## src/rtl/flash_ctl_pkg.sv

```systemverilog
// Purpose: shared constants and types for the boot-sector flash bus controller
// Assumes: mclk at 250 MHz (4 ns period)
// Notes: times in ns, counts derived from the clock period
package flash_ctl_pkg;
    // ------------------------------------------------------------
    // timing
    // ------------------------------------------------------------
    localparam int CLK_PERIOD_NS = 4;
    localparam int ADDRESS_ACCESS_NS = 90;
    localparam int SELECT_ACCESS_NS = 90;
    localparam int SLEEP_EXTRA_NS = 30;
    localparam int CLEAR_PULSE_MIN_NS = 500;
    localparam int CLEAR_RELEASE_TO_READ_NS = 50;
    localparam int READY_EMBEDDED_NS = 20000;
    localparam int ADDRESS_ACCESS_CYC = (ADDRESS_ACCESS_NS + CLK_PERIOD_NS - 1) / CLK_PERIOD_NS;
    localparam int SELECT_ACCESS_CYC = (SELECT_ACCESS_NS + CLK_PERIOD_NS - 1) / CLK_PERIOD_NS;
    localparam int SLEEP_CYC = (ADDRESS_ACCESS_NS + SLEEP_EXTRA_NS + CLK_PERIOD_NS - 1) / CLK_PERIOD_NS;
    localparam int CLEAR_PULSE_MIN_CYC = (CLEAR_PULSE_MIN_NS + CLK_PERIOD_NS - 1) / CLK_PERIOD_NS;
    localparam int CLEAR_RELEASE_TO_READ_CYC = (CLEAR_RELEASE_TO_READ_NS + CLK_PERIOD_NS - 1) / CLK_PERIOD_NS;
    localparam int READY_EMBEDDED_CYC = READY_EMBEDDED_NS / CLK_PERIOD_NS;
    localparam int CNT_W = 16;

    // ------------------------------------------------------------
    // identifier address pattern (a6, a1, a0)
    // ------------------------------------------------------------
    localparam logic [2:0] ID_MAKER = 3'h0;
    localparam logic [2:0] ID_DEVICE = 3'h1;
    localparam logic [2:0] ID_PROTECT = 3'h2;
    localparam logic [7:0] UNPROTECTED_CODE = 8'h00;

    // ------------------------------------------------------------
    // sector map
    // ------------------------------------------------------------
    localparam logic [4:0] SECTOR_COUNT = 5'h13;

    typedef enum logic [1:0] {
        OP_READ = 2'b00,
        OP_WRITE = 2'b01,
        OP_CLEAR = 2'b10,
        OP_ID_READ = 2'b11
    } op_t;

    typedef struct packed {
        op_t op;
        logic [19:0] addr;
        logic [7:0] data;
    } req_t;

    typedef struct packed {
        logic [7:0] data;
        logic [4:0] sector;
        logic protected_flag;
    } resp_t;
endpackage
```

## src/rtl/flash_ctl.sv

```systemverilog
// Purpose: host-side controller driving the flash chip select, output enable, write strobe and clear pins
// Assumes: flash pins sampled synchronously to mclk; elevated id voltage switched by an external driver
// Notes: one request at a time; ack pulses for one cycle when the answer is ready
`timescale 1ns/10ps

// Notes on behaviour
// - host reissues program or erase interrupted by a clear; the controller only flags it on interrupted_op until retry_pending
// - after clear release host waits the release interval before reading
// - elevated id voltage with a6, a1, a0 selects the identifier byte
// - protection check: sector on top bits, a1 high a0 low, 00h unprotected
// - array read drives select and output enable low, write strobe high
module flash_ctl #(
    parameter bit TOP_BOOT = 1'b1,
    parameter int READY_CYC = flash_ctl_pkg::READY_EMBEDDED_CYC
) (
    input wire logic mclk,
    input wire logic rst,
    input wire logic req_valid,
    output logic req_ready,
    input wire flash_ctl_pkg::req_t req,
    input wire logic retry_pending,
    output logic ack,
    output flash_ctl_pkg::resp_t resp,
    output logic interrupted_op,
    output logic [19:0] fl_addr,
    output logic fl_select_n,
    output logic fl_out_en_n,
    output logic fl_write_n,
    output logic fl_clear_n,
    output logic fl_id_voltage_en,
    input wire logic [7:0] fl_dq_in,
    output logic [7:0] fl_dq_out,
    output logic fl_dq_oe,
    input wire logic op_done_flag_n
);
    // ------------------------------------------------------------
    // state
    // ------------------------------------------------------------
    typedef enum logic [2:0] {
        ST_IDLE = 3'b000,
        ST_READ = 3'b001,
        ST_WRITE = 3'b010,
        ST_CLEAR = 3'b011,
        ST_RECOVER = 3'b100,
        ST_RELEASE = 3'b101
    } state_t;

    state_t state;
    logic [flash_ctl_pkg::CNT_W-1:0] cnt;
    logic [19:0] last_addr;
    logic [flash_ctl_pkg::CNT_W-1:0] stable_cnt;
    logic asleep;
    logic busy_seen;
    logic [4:0] next_sector;

    localparam logic [flash_ctl_pkg::CNT_W-1:0] CNT_ACC = flash_ctl_pkg::CNT_W'(flash_ctl_pkg::SELECT_ACCESS_CYC);
    localparam logic [flash_ctl_pkg::CNT_W-1:0] CNT_WR = flash_ctl_pkg::CNT_W'(flash_ctl_pkg::ADDRESS_ACCESS_CYC);
    localparam logic [flash_ctl_pkg::CNT_W-1:0] CNT_CLR = flash_ctl_pkg::CNT_W'(flash_ctl_pkg::CLEAR_PULSE_MIN_CYC);
    localparam logic [flash_ctl_pkg::CNT_W-1:0] CNT_REL =
        flash_ctl_pkg::CNT_W'(flash_ctl_pkg::CLEAR_RELEASE_TO_READ_CYC);
    localparam logic [flash_ctl_pkg::CNT_W-1:0] CNT_RDY = flash_ctl_pkg::CNT_W'(READY_CYC);
    localparam logic [flash_ctl_pkg::CNT_W-1:0] CNT_SLEEP = flash_ctl_pkg::CNT_W'(flash_ctl_pkg::SLEEP_CYC);

    assign req_ready = (state == ST_IDLE);

    // ------------------------------------------------------------
    // sector decode
    // ------------------------------------------------------------
    always_comb begin
        next_sector = 5'h0;
        if (TOP_BOOT) begin
            if (fl_addr[19:16] != 4'hF) begin
                next_sector = {1'b0, fl_addr[19:16]};
            end else if (!fl_addr[15]) begin
                next_sector = 5'h0F;
            end else if (!fl_addr[14]) begin
                next_sector = fl_addr[13] ? 5'h11 : 5'h10;
            end else begin
                next_sector = flash_ctl_pkg::SECTOR_COUNT - 5'h1;
            end
        end else begin
            if (fl_addr[19:16] != 4'h0) begin
                next_sector = 5'(fl_addr[19:16]) + 5'h3;
            end else if (fl_addr[15]) begin
                next_sector = 5'h03;
            end else if (fl_addr[14]) begin
                next_sector = fl_addr[13] ? 5'h02 : 5'h01;
            end else begin
                next_sector = 5'h00;
            end
        end
    end

    // ------------------------------------------------------------
    // sleep tracking: address held stable long enough
    // ------------------------------------------------------------
    always_ff @(posedge mclk or posedge rst) begin
        if (rst) begin
            last_addr <= 20'h0;
            stable_cnt <= '0;
            asleep <= 1'b0;
        end else begin
            last_addr <= fl_addr;
            if (fl_addr != last_addr) begin
                stable_cnt <= '0;
                asleep <= 1'b0;
            end else if (stable_cnt >= CNT_SLEEP) begin
                asleep <= 1'b1;
            end else begin
                stable_cnt <= stable_cnt + 1'b1;
            end
        end
    end

    // ------------------------------------------------------------
    // bus sequencer
    // ------------------------------------------------------------
    always_ff @(posedge mclk or posedge rst) begin
        if (rst) begin
            state <= ST_IDLE;
            cnt <= '0;
            fl_addr <= 20'h0;
            fl_select_n <= 1'b1;
            fl_out_en_n <= 1'b1;
            fl_write_n <= 1'b1;
            fl_clear_n <= 1'b1;
            fl_id_voltage_en <= 1'b0;
            fl_dq_out <= 8'h00;
            fl_dq_oe <= 1'b0;
            ack <= 1'b0;
            resp <= '0;
            busy_seen <= 1'b0;
            interrupted_op <= 1'b0;
        end else begin
            ack <= 1'b0;
            unique case (state)
                ST_IDLE: begin
                    fl_select_n <= 1'b1;
                    fl_out_en_n <= 1'b1;
                    fl_write_n <= 1'b1;
                    fl_dq_oe <= 1'b0;
                    if (req_valid) begin
                        fl_addr <= req.addr;
                        cnt <= '0;
                        unique case (req.op)
                            flash_ctl_pkg::OP_READ, flash_ctl_pkg::OP_ID_READ: begin
                                // id read relies on the sector bits being on top and a6/a1/a0 set by caller
                                fl_id_voltage_en <= (req.op == flash_ctl_pkg::OP_ID_READ);
                                fl_select_n <= 1'b0;
                                fl_out_en_n <= 1'b0;
                                state <= ST_READ;
                            end
                            flash_ctl_pkg::OP_WRITE: begin
                                fl_select_n <= 1'b0;
                                fl_write_n <= 1'b0;
                                fl_dq_out <= req.data;
                                fl_dq_oe <= 1'b1;
                                state <= ST_WRITE;
                            end
                            flash_ctl_pkg::OP_CLEAR: begin
                                busy_seen <= !op_done_flag_n;
                                interrupted_op <= !op_done_flag_n;
                                fl_clear_n <= 1'b0;
                                state <= ST_CLEAR;
                            end
                        endcase
                    end else if (retry_pending) begin
                        interrupted_op <= 1'b0;
                    end
                end
                ST_READ: begin
                    // full select access even if the flash slept: it came from standby
                    if (cnt >= CNT_ACC) begin
                        resp.data <= fl_dq_in;
                        resp.sector <= next_sector;
                        resp.protected_flag <= fl_id_voltage_en &&
                            (fl_dq_in != flash_ctl_pkg::UNPROTECTED_CODE);
                        ack <= 1'b1;
                        fl_select_n <= 1'b1;
                        fl_out_en_n <= 1'b1;
                        fl_id_voltage_en <= 1'b0;
                        state <= ST_IDLE;
                    end else begin
                        cnt <= cnt + 1'b1;
                    end
                end
                ST_WRITE: begin
                    if (cnt >= CNT_WR) begin
                        fl_write_n <= 1'b1;
                        fl_select_n <= 1'b1;
                        fl_dq_oe <= 1'b0;
                        resp.sector <= next_sector;
                        ack <= 1'b1;
                        state <= ST_IDLE;
                    end else begin
                        cnt <= cnt + 1'b1;
                    end
                end
                ST_CLEAR: begin
                    if (cnt >= CNT_CLR) begin
                        cnt <= '0;
                        state <= ST_RECOVER;
                    end else begin
                        cnt <= cnt + 1'b1;
                    end
                end
                ST_RECOVER: begin
                    // embedded abort: hold clear until flag rises or time runs out
                    if ((busy_seen && op_done_flag_n) || cnt >= CNT_RDY || !busy_seen) begin
                        fl_clear_n <= 1'b1;
                        cnt <= '0;
                        state <= ST_RELEASE;
                    end else begin
                        cnt <= cnt + 1'b1;
                    end
                end
                ST_RELEASE: begin
                    if (cnt >= CNT_REL) begin
                        ack <= 1'b1;
                        state <= ST_IDLE;
                    end else begin
                        cnt <= cnt + 1'b1;
                    end
                end
                default: begin
                    state <= ST_IDLE;
                end
            endcase
        end
    end

    logic unused_sleep;
    assign unused_sleep = asleep;
endmodule

```

## config.mk

```make
export PLATFORM = sky130hd
export DESIGN_NAME = flash_ctl
export DESIGN_NICKNAME = d
export VERILOG_FILES = /design/src/rtl/flash_ctl_pkg.sv /design/src/rtl/flash_ctl.sv
export SDC_FILE = /design/constraint.sdc
export NUM_CORES = 1
export LEC_CHECK = 0
export ABC_AREA = 1
export BUFFER_PORTS_ARGS = -buffer_cell sky130_fd_sc_hd__buf_2
export CORE_MARGIN = 10
export CORE_UTILIZATION = 40
export DETAILED_ROUTE_END_ITERATION = 7
export GPL_TIMING_DRIVEN = 0
export SYNTH_ARGS = -nofsm -noshare
export SYNTH_HDL_FRONTEND = slang
export SYNTH_SLANG_ARGS = --single-unit
export TNS_END_PERCENT = 50
```

## constraint.sdc

```tcl
create_clock -name mclk -period 2.4 [get_ports mclk]
set_input_delay 0.24 -clock mclk [delete_from_list [all_inputs] [get_ports mclk]]
set_output_delay 0.24 -clock mclk [all_outputs]
set_load 0.01 [all_outputs]
```

# After elaboration in Yosys (flattened, before gate mapping)
# Index checks and enable logic that the tools add are counted.
[word_totals] regBits=70 wordCells=121
[classes] addsub=1 n_lt_le_gt_ge=4 n_eq_ne=21 n_mux=47 n_reduce_logical=32
[op_table] op="2-to-1 mux 16 bit" n=5
[op_table] op="one-hot mux 16 bit (5 select lines)" n=1
[op_table] op="2-to-1 mux 1 bit" n=21
[op_table] op="adder 16 x 1 -> 16 bit, second input constant" n=1
[op_table] op=">= comparator 16 x 13 -> 1 bit, second input constant" n=1
[op_table] op=">= comparator 16 x 4 -> 1 bit, second input constant" n=1
[op_table] op=">= comparator 16 x 5 -> 1 bit, second input constant" n=1
[op_table] op=">= comparator 16 x 7 -> 1 bit, second input constant" n=1
[op_table] op="inequality test 2 bit, second input constant" n=8
[op_table] op="2-to-1 mux 3 bit" n=5
[op_table] op="2-to-1 mux 5 bit" n=3
[op_table] op="one-hot mux 3 bit (5 select lines)" n=1
[op_table] op="one-hot mux 1 bit (2 select lines)" n=7
[op_table] op="AND reduction 3 bit" n=4
[op_table] op="AND reduction 4 bit" n=3
[op_table] op="nonzero test 2 bit" n=6
[op_table] op="one-hot mux 5 bit (2 select lines)" n=1
[op_table] op="AND reduction 2 bit" n=5
[op_table] op="one-hot mux 3 bit (3 select lines)" n=1
[op_table] op="inequality test 2 x 1 -> 1 bit, second input constant" n=4
[op_table] op="nonzero test 8 bit" n=1
[op_table] op="equality test 3 x 2 -> 1 bit, second input constant" n=2
[op_table] op="equality test 3 bit, second input constant" n=2
[op_table] op="2-to-1 mux 6 bit" n=1
[op_table] op="14 further kinds" n=19

# Logic depth before layout (Yosys ltp)
[depth] depth_word=6 mapped_depth=12 mapped_depth_nobuf=11

# Least setup slack after synthesis
# No wires, ideal clock.
[synth_timing] kind="reg-to-reg" startpoint="reg cnt[0] (netlist bit)" endpoint="reg cnt[2] (netlist bit)" arrival_ns=1.535 required_ns=2.283 path_slack_ns=0.747 path_stages_with_launch=13 path_buffers=1 synth_period_minus_slack_ns=1.653 cell_sequence="dfrtp_1 ha_1 nand2_1 nor2_1 nor2_2 nand2_4 nand2_4 nand2_4 nor2_8 inv_4 buf_12 nand2_2 nand2_1"
[synth_between] elab_chain_len=5 word_cells_on_any_way=15 classes_between="add/sub (1); order compare (4); eq/ne (2); mux (5); reduce/logical (3)"
[synth_lines] item="from (decl)" line_no="flash_ctl.sv:49" source="logic [flash_ctl_pkg::CNT_W-1:0] cnt;"
[synth_lines] item="from (signal assigned)" line_no="flash_ctl.sv:184" source="cnt <= cnt + 1'b1;"
[synth_lines] item="from (signal assigned)" line_no="flash_ctl.sv:196" source="cnt <= cnt + 1'b1;"
[synth_lines] item="from (signal assigned)" line_no="flash_ctl.sv:204" source="cnt <= cnt + 1'b1;"
[synth_lines] item=">= comparator 16 x 13 -> 1 bit" line_no="flash_ctl.sv:209" source="if ((busy_seen && op_done_flag_n) || cnt >= CNT_RDY || !busy_seen) begin"
[synth_lines] item="logical OR 1 bit (2 in series)" line_no="flash_ctl.sv:209"
[synth_lines] item="2-to-1 mux 16 bit" line_no="flash_ctl.sv:209"
[synth_lines] item="one-hot mux 16 bit (5 select lines)" line_no="flash_ctl.sv:136" source="unique case (state)"
# Parallel ways exist; a longest one is shown, timed or not. The select of a mux whose other input is x is not followed.
# A chain may end at the register's enable or synchronous reset.

# Worst setup path in the final report
[layout_timing] startpoint="reg cnt[0] (netlist bit)" endpoint="reg cnt[1] (netlist bit)"
# Same word-level chain as after synthesis.

==> out/metrics.yaml <==
routing:
  drt-pass1-iter-count: 4
  wl_um: 8490
  detail_route.iter0.violations: 153
  via_count: 2985
  wl_per_cell_um: 13.2
  drt-vias-per-instance: 4.66
  remaining_drc_errors: 0
  final_antenna_net_count: 0
floorplan:
  dieArea_mm2: 0.0130
  io_pins: 94
  start_util: 0.408
  die_x_um: 114
  die_h_um: 114
  rows: 34
  design.core.area_mm2: 0.00868
cells_and_area:
  nets: 578
  fin_util: 0.498
  syn_to_final_growth_pct: 22.2
  diodes: 0
  finalNonFillerCells: 641
  final_common_cell: "nand2_1"
  drive_gt1_frac: 0.311
  layout_common_cells: "139 x nand2_1, 99 x buf_2, 66 x dfrtp_1"
setup_path:
  critPathMaxStageDelay_ns: 0.44
  startpoint: "cnt[0]$_DFFE_PP0P_"
  path_class: "reg -> reg"
  worstRegToRegCells: 12
  r2r_slack_ns: 0.52
  crit_slowest_cell: "dfrtp_1"
  arrival_ns: 2.10
  cp-start-kind: "flip-flop"
  crit_path_end_kind: "flip-flop"
  rr_startpoint: "cnt[0]$_DFFE_PP0P_"
  crit_fanout: 10
  worstPathRequired_ns: 2.63
  crit_end: "cnt[1]$_DFFE_PP0P_"
  crit_chain: "inv_1, ha_1, inv_1, o21ai_0, nand3_1, nand2_2, nand2_4, nor2_8, inv_4, buf_12, nand2_2, nand2_1"
  r2r-end: "cnt[1]$_DFFE_PP0P_"
yosys:
  netlist_area_mm2: 0.00354
  synth_area_leaders: "dfrtp_1 47%, nand2_1 15%, inv_1 5.0%"
  synth_cells: 424
  synth_area_per_cell_um2: 8.35
  syn_nets: 474
  ys_ff_latch: 70
  ys_warn_count: 0
  synth_top_area_share: 0.467
  synth_top_area_cell: "dfrtp_1"
  synth_cell_types: 33
  yosysSeqAreaShare: 0.496
cts:
  cts_tree: "yes"
  cts.clk_slew.worst_paths_ns: 0.08
  clk_latency_ns: 0.34
  cts_resized: 0
  post-cts-setup-buffers: 0
  cts.path.max_buffers: 2
  h-tree-depth: 3
  cts_buffers: 9
  hold_buffers: 0
  cts_sinks: 70
  clock-root-buffer: "clkbuf_8"
pwr:
  finalPower_mw: 4.41
  p_leak_nw: 2.43
  vdd_drop_max_uv: 715
  power_density_mw_per_mm2: 1020
grt:
  antenna_found_initial: 0
  grt_first_pass_wirelength_um: 14800
  grt_max_degree: 71
  grt_overflow: 0
  first_global_vias: 3160
  grt_util_all_layers: 0.136
timing:
  fin_crit_sh: 0.783
  worst_pin_slew_ns: 0.863
  setup_viol: 0
  rsz0062_at_grt: "false"
  period_needed_ns: 1.88
  final.setup.tns_ns: 0
  slew_violations: 0
  timing.slew.headroom: 0.424
  whs_ns: 0.0925
  max_freq_ghz: 0.532
  final_hold_viol_count: 0
  skew_ns: 0.0116
job:
  cap_viol_max_count: 0
run_status:
  status: "finished clean"
placement:
  dp_hpwl_um: 6410
  portBuffers: 93
  dp_cells: 625
  place.gp.congestion: 0.865
worst_hold_path:
  hold_path.class: "in -> async"
## cells by family after synthesis
kind of cell	after synthesis	synth area share
AOI/OAI and AO/OA	36	0.0559
xor gates and xnor gates	8	0.0198
adders and majority gates	7	0.0248
buffers and inverters	65	0.0806
DFF	70	0.496
muxes	8	0.0255
and+or+nand+nor	230	0.297
## registers in the layout, summed over array words and instances (netlist names)
signal,cells
fl_addr,20
fl_dq_out,8
ack,1
fl_id_voltage_en,1
fl_select_n,1
busy_seen,1
resp,14
fl_dq_oe,1
state,3
fl_clear_n,1
fl_out_en_n,1
interrupted_op,1
cnt,16
fl_write_n,1
## through the flow
stage	area (µm²)	worst slack (ns)
floorplan	3540	0.398
global placement	4140	-0.532
detailed placement	4140	0.495
CTS	4320	0.476
global route	4320	0.360
finish	4320	0.522
## Yosys cell counts
| master | instances |
|---|---|
| o21ai_1 | 8 |
| inv_2 | 7 |
| nand4_1 | 6 |
| clkbuf_1 | 1 |
| xor2_1 | 8 |
| nor2_1 | 19 |
| o21a_1 | 3 |
| nor3_2 | 1 |
| a21boi_2 | 1 |
| o211ai_1 | 1 |
| buf_6 | 2 |
| mux2_1 | 1 |
| a31oi_1 | 1 |
| nor2_8 | 1 |
| buf_2 | 6 |
| inv_4 | 1 |
| nand2_1 | 139 |
| nand2_2 | 14 |
| dfrtp_1 | 66 |
| o21ai_0 | 17 |
| a21oi_1 | 5 |
| nand3_1 | 34 |
| inv_1 | 47 |
| mux2_2 | 7 |
| buf_12 | 1 |
| and2_1 | 1 |
| nor3_1 | 3 |
| nor2_2 | 4 |
| nand3b_1 | 1 |
| nor2_4 | 4 |
| dfstp_2 | 4 |
| nand2_4 | 3 |
| ha_1 | 7 |
## critical path, delay by kind of cell, from the launching register on
family	cells	cell delay [ns]
and+or+nand+nor	6	0.54
adders and majority gates	1	0.15
buffers and inverters	4	0.38
DFF	1	0.44
AOI/OAI and AO/OA	1	0.27
## routing by layer
| layer | wire, µm | share of wire | vias to the layer above | global-route usage |
|---|---|---|---|---|
| met4 | 33 | 0.0039 | 0 | 0.0226 |
| met2 | 3770 | 0.44 | 71 | 0.204 |
| li1 | - | - | 1533 | - |
| met1 | 3880 | 0.46 | 1376 | 0.173 |
| met3 | 809 | 0.095 | 5 | 0.0687 |
| met5 | 0 | 0 | - | 0 |
## worst min-delay path by stage
stage / cells past startpoint / start / slack (ns) / endpoint
floorplan: 1 / op_done_flag_n / 0.35 / busy_seen$_DFFE_PP0P_
global placement: 3 / req[19] / 0.44 / fl_addr[11]$_DFFE_PP0P_
detailed placement: 3 / req[12] / 0.45 / fl_addr[4]$_DFFE_PP0P_
CTS: 3 / req[12] / 0.08 / fl_addr[4]$_DFFE_PP0P_
global route: 3 / req[10] / 0.08 / fl_addr[2]$_DFFE_PP0P_
finish: 2 / rst / 0.09 / fl_addr[11]$_DFFE_PP0P_
## where the power goes
group	internal (mW)	total, mW	switching, mW	leakage (nW)
registers	1.54	1.76	0.214	0.860
clock network	0.407	0.877	0.470	0.0849
logic	0.683	1.78	1.10	1.49
## layout make-up
cell class                      instances  area [µm²]
Timing Repair Buffer                   93         465
Buffer                                 10        76.3
Clock inverter                          6        45.0
Sequential cell                        70        1760
Multi-Input combinational cell        289        1500
Inverter                               55         211
Tap cell                              108         135
Fill cell                             895        4350
Clock buffer                           10         138
(Power assumes the default switching activity.)
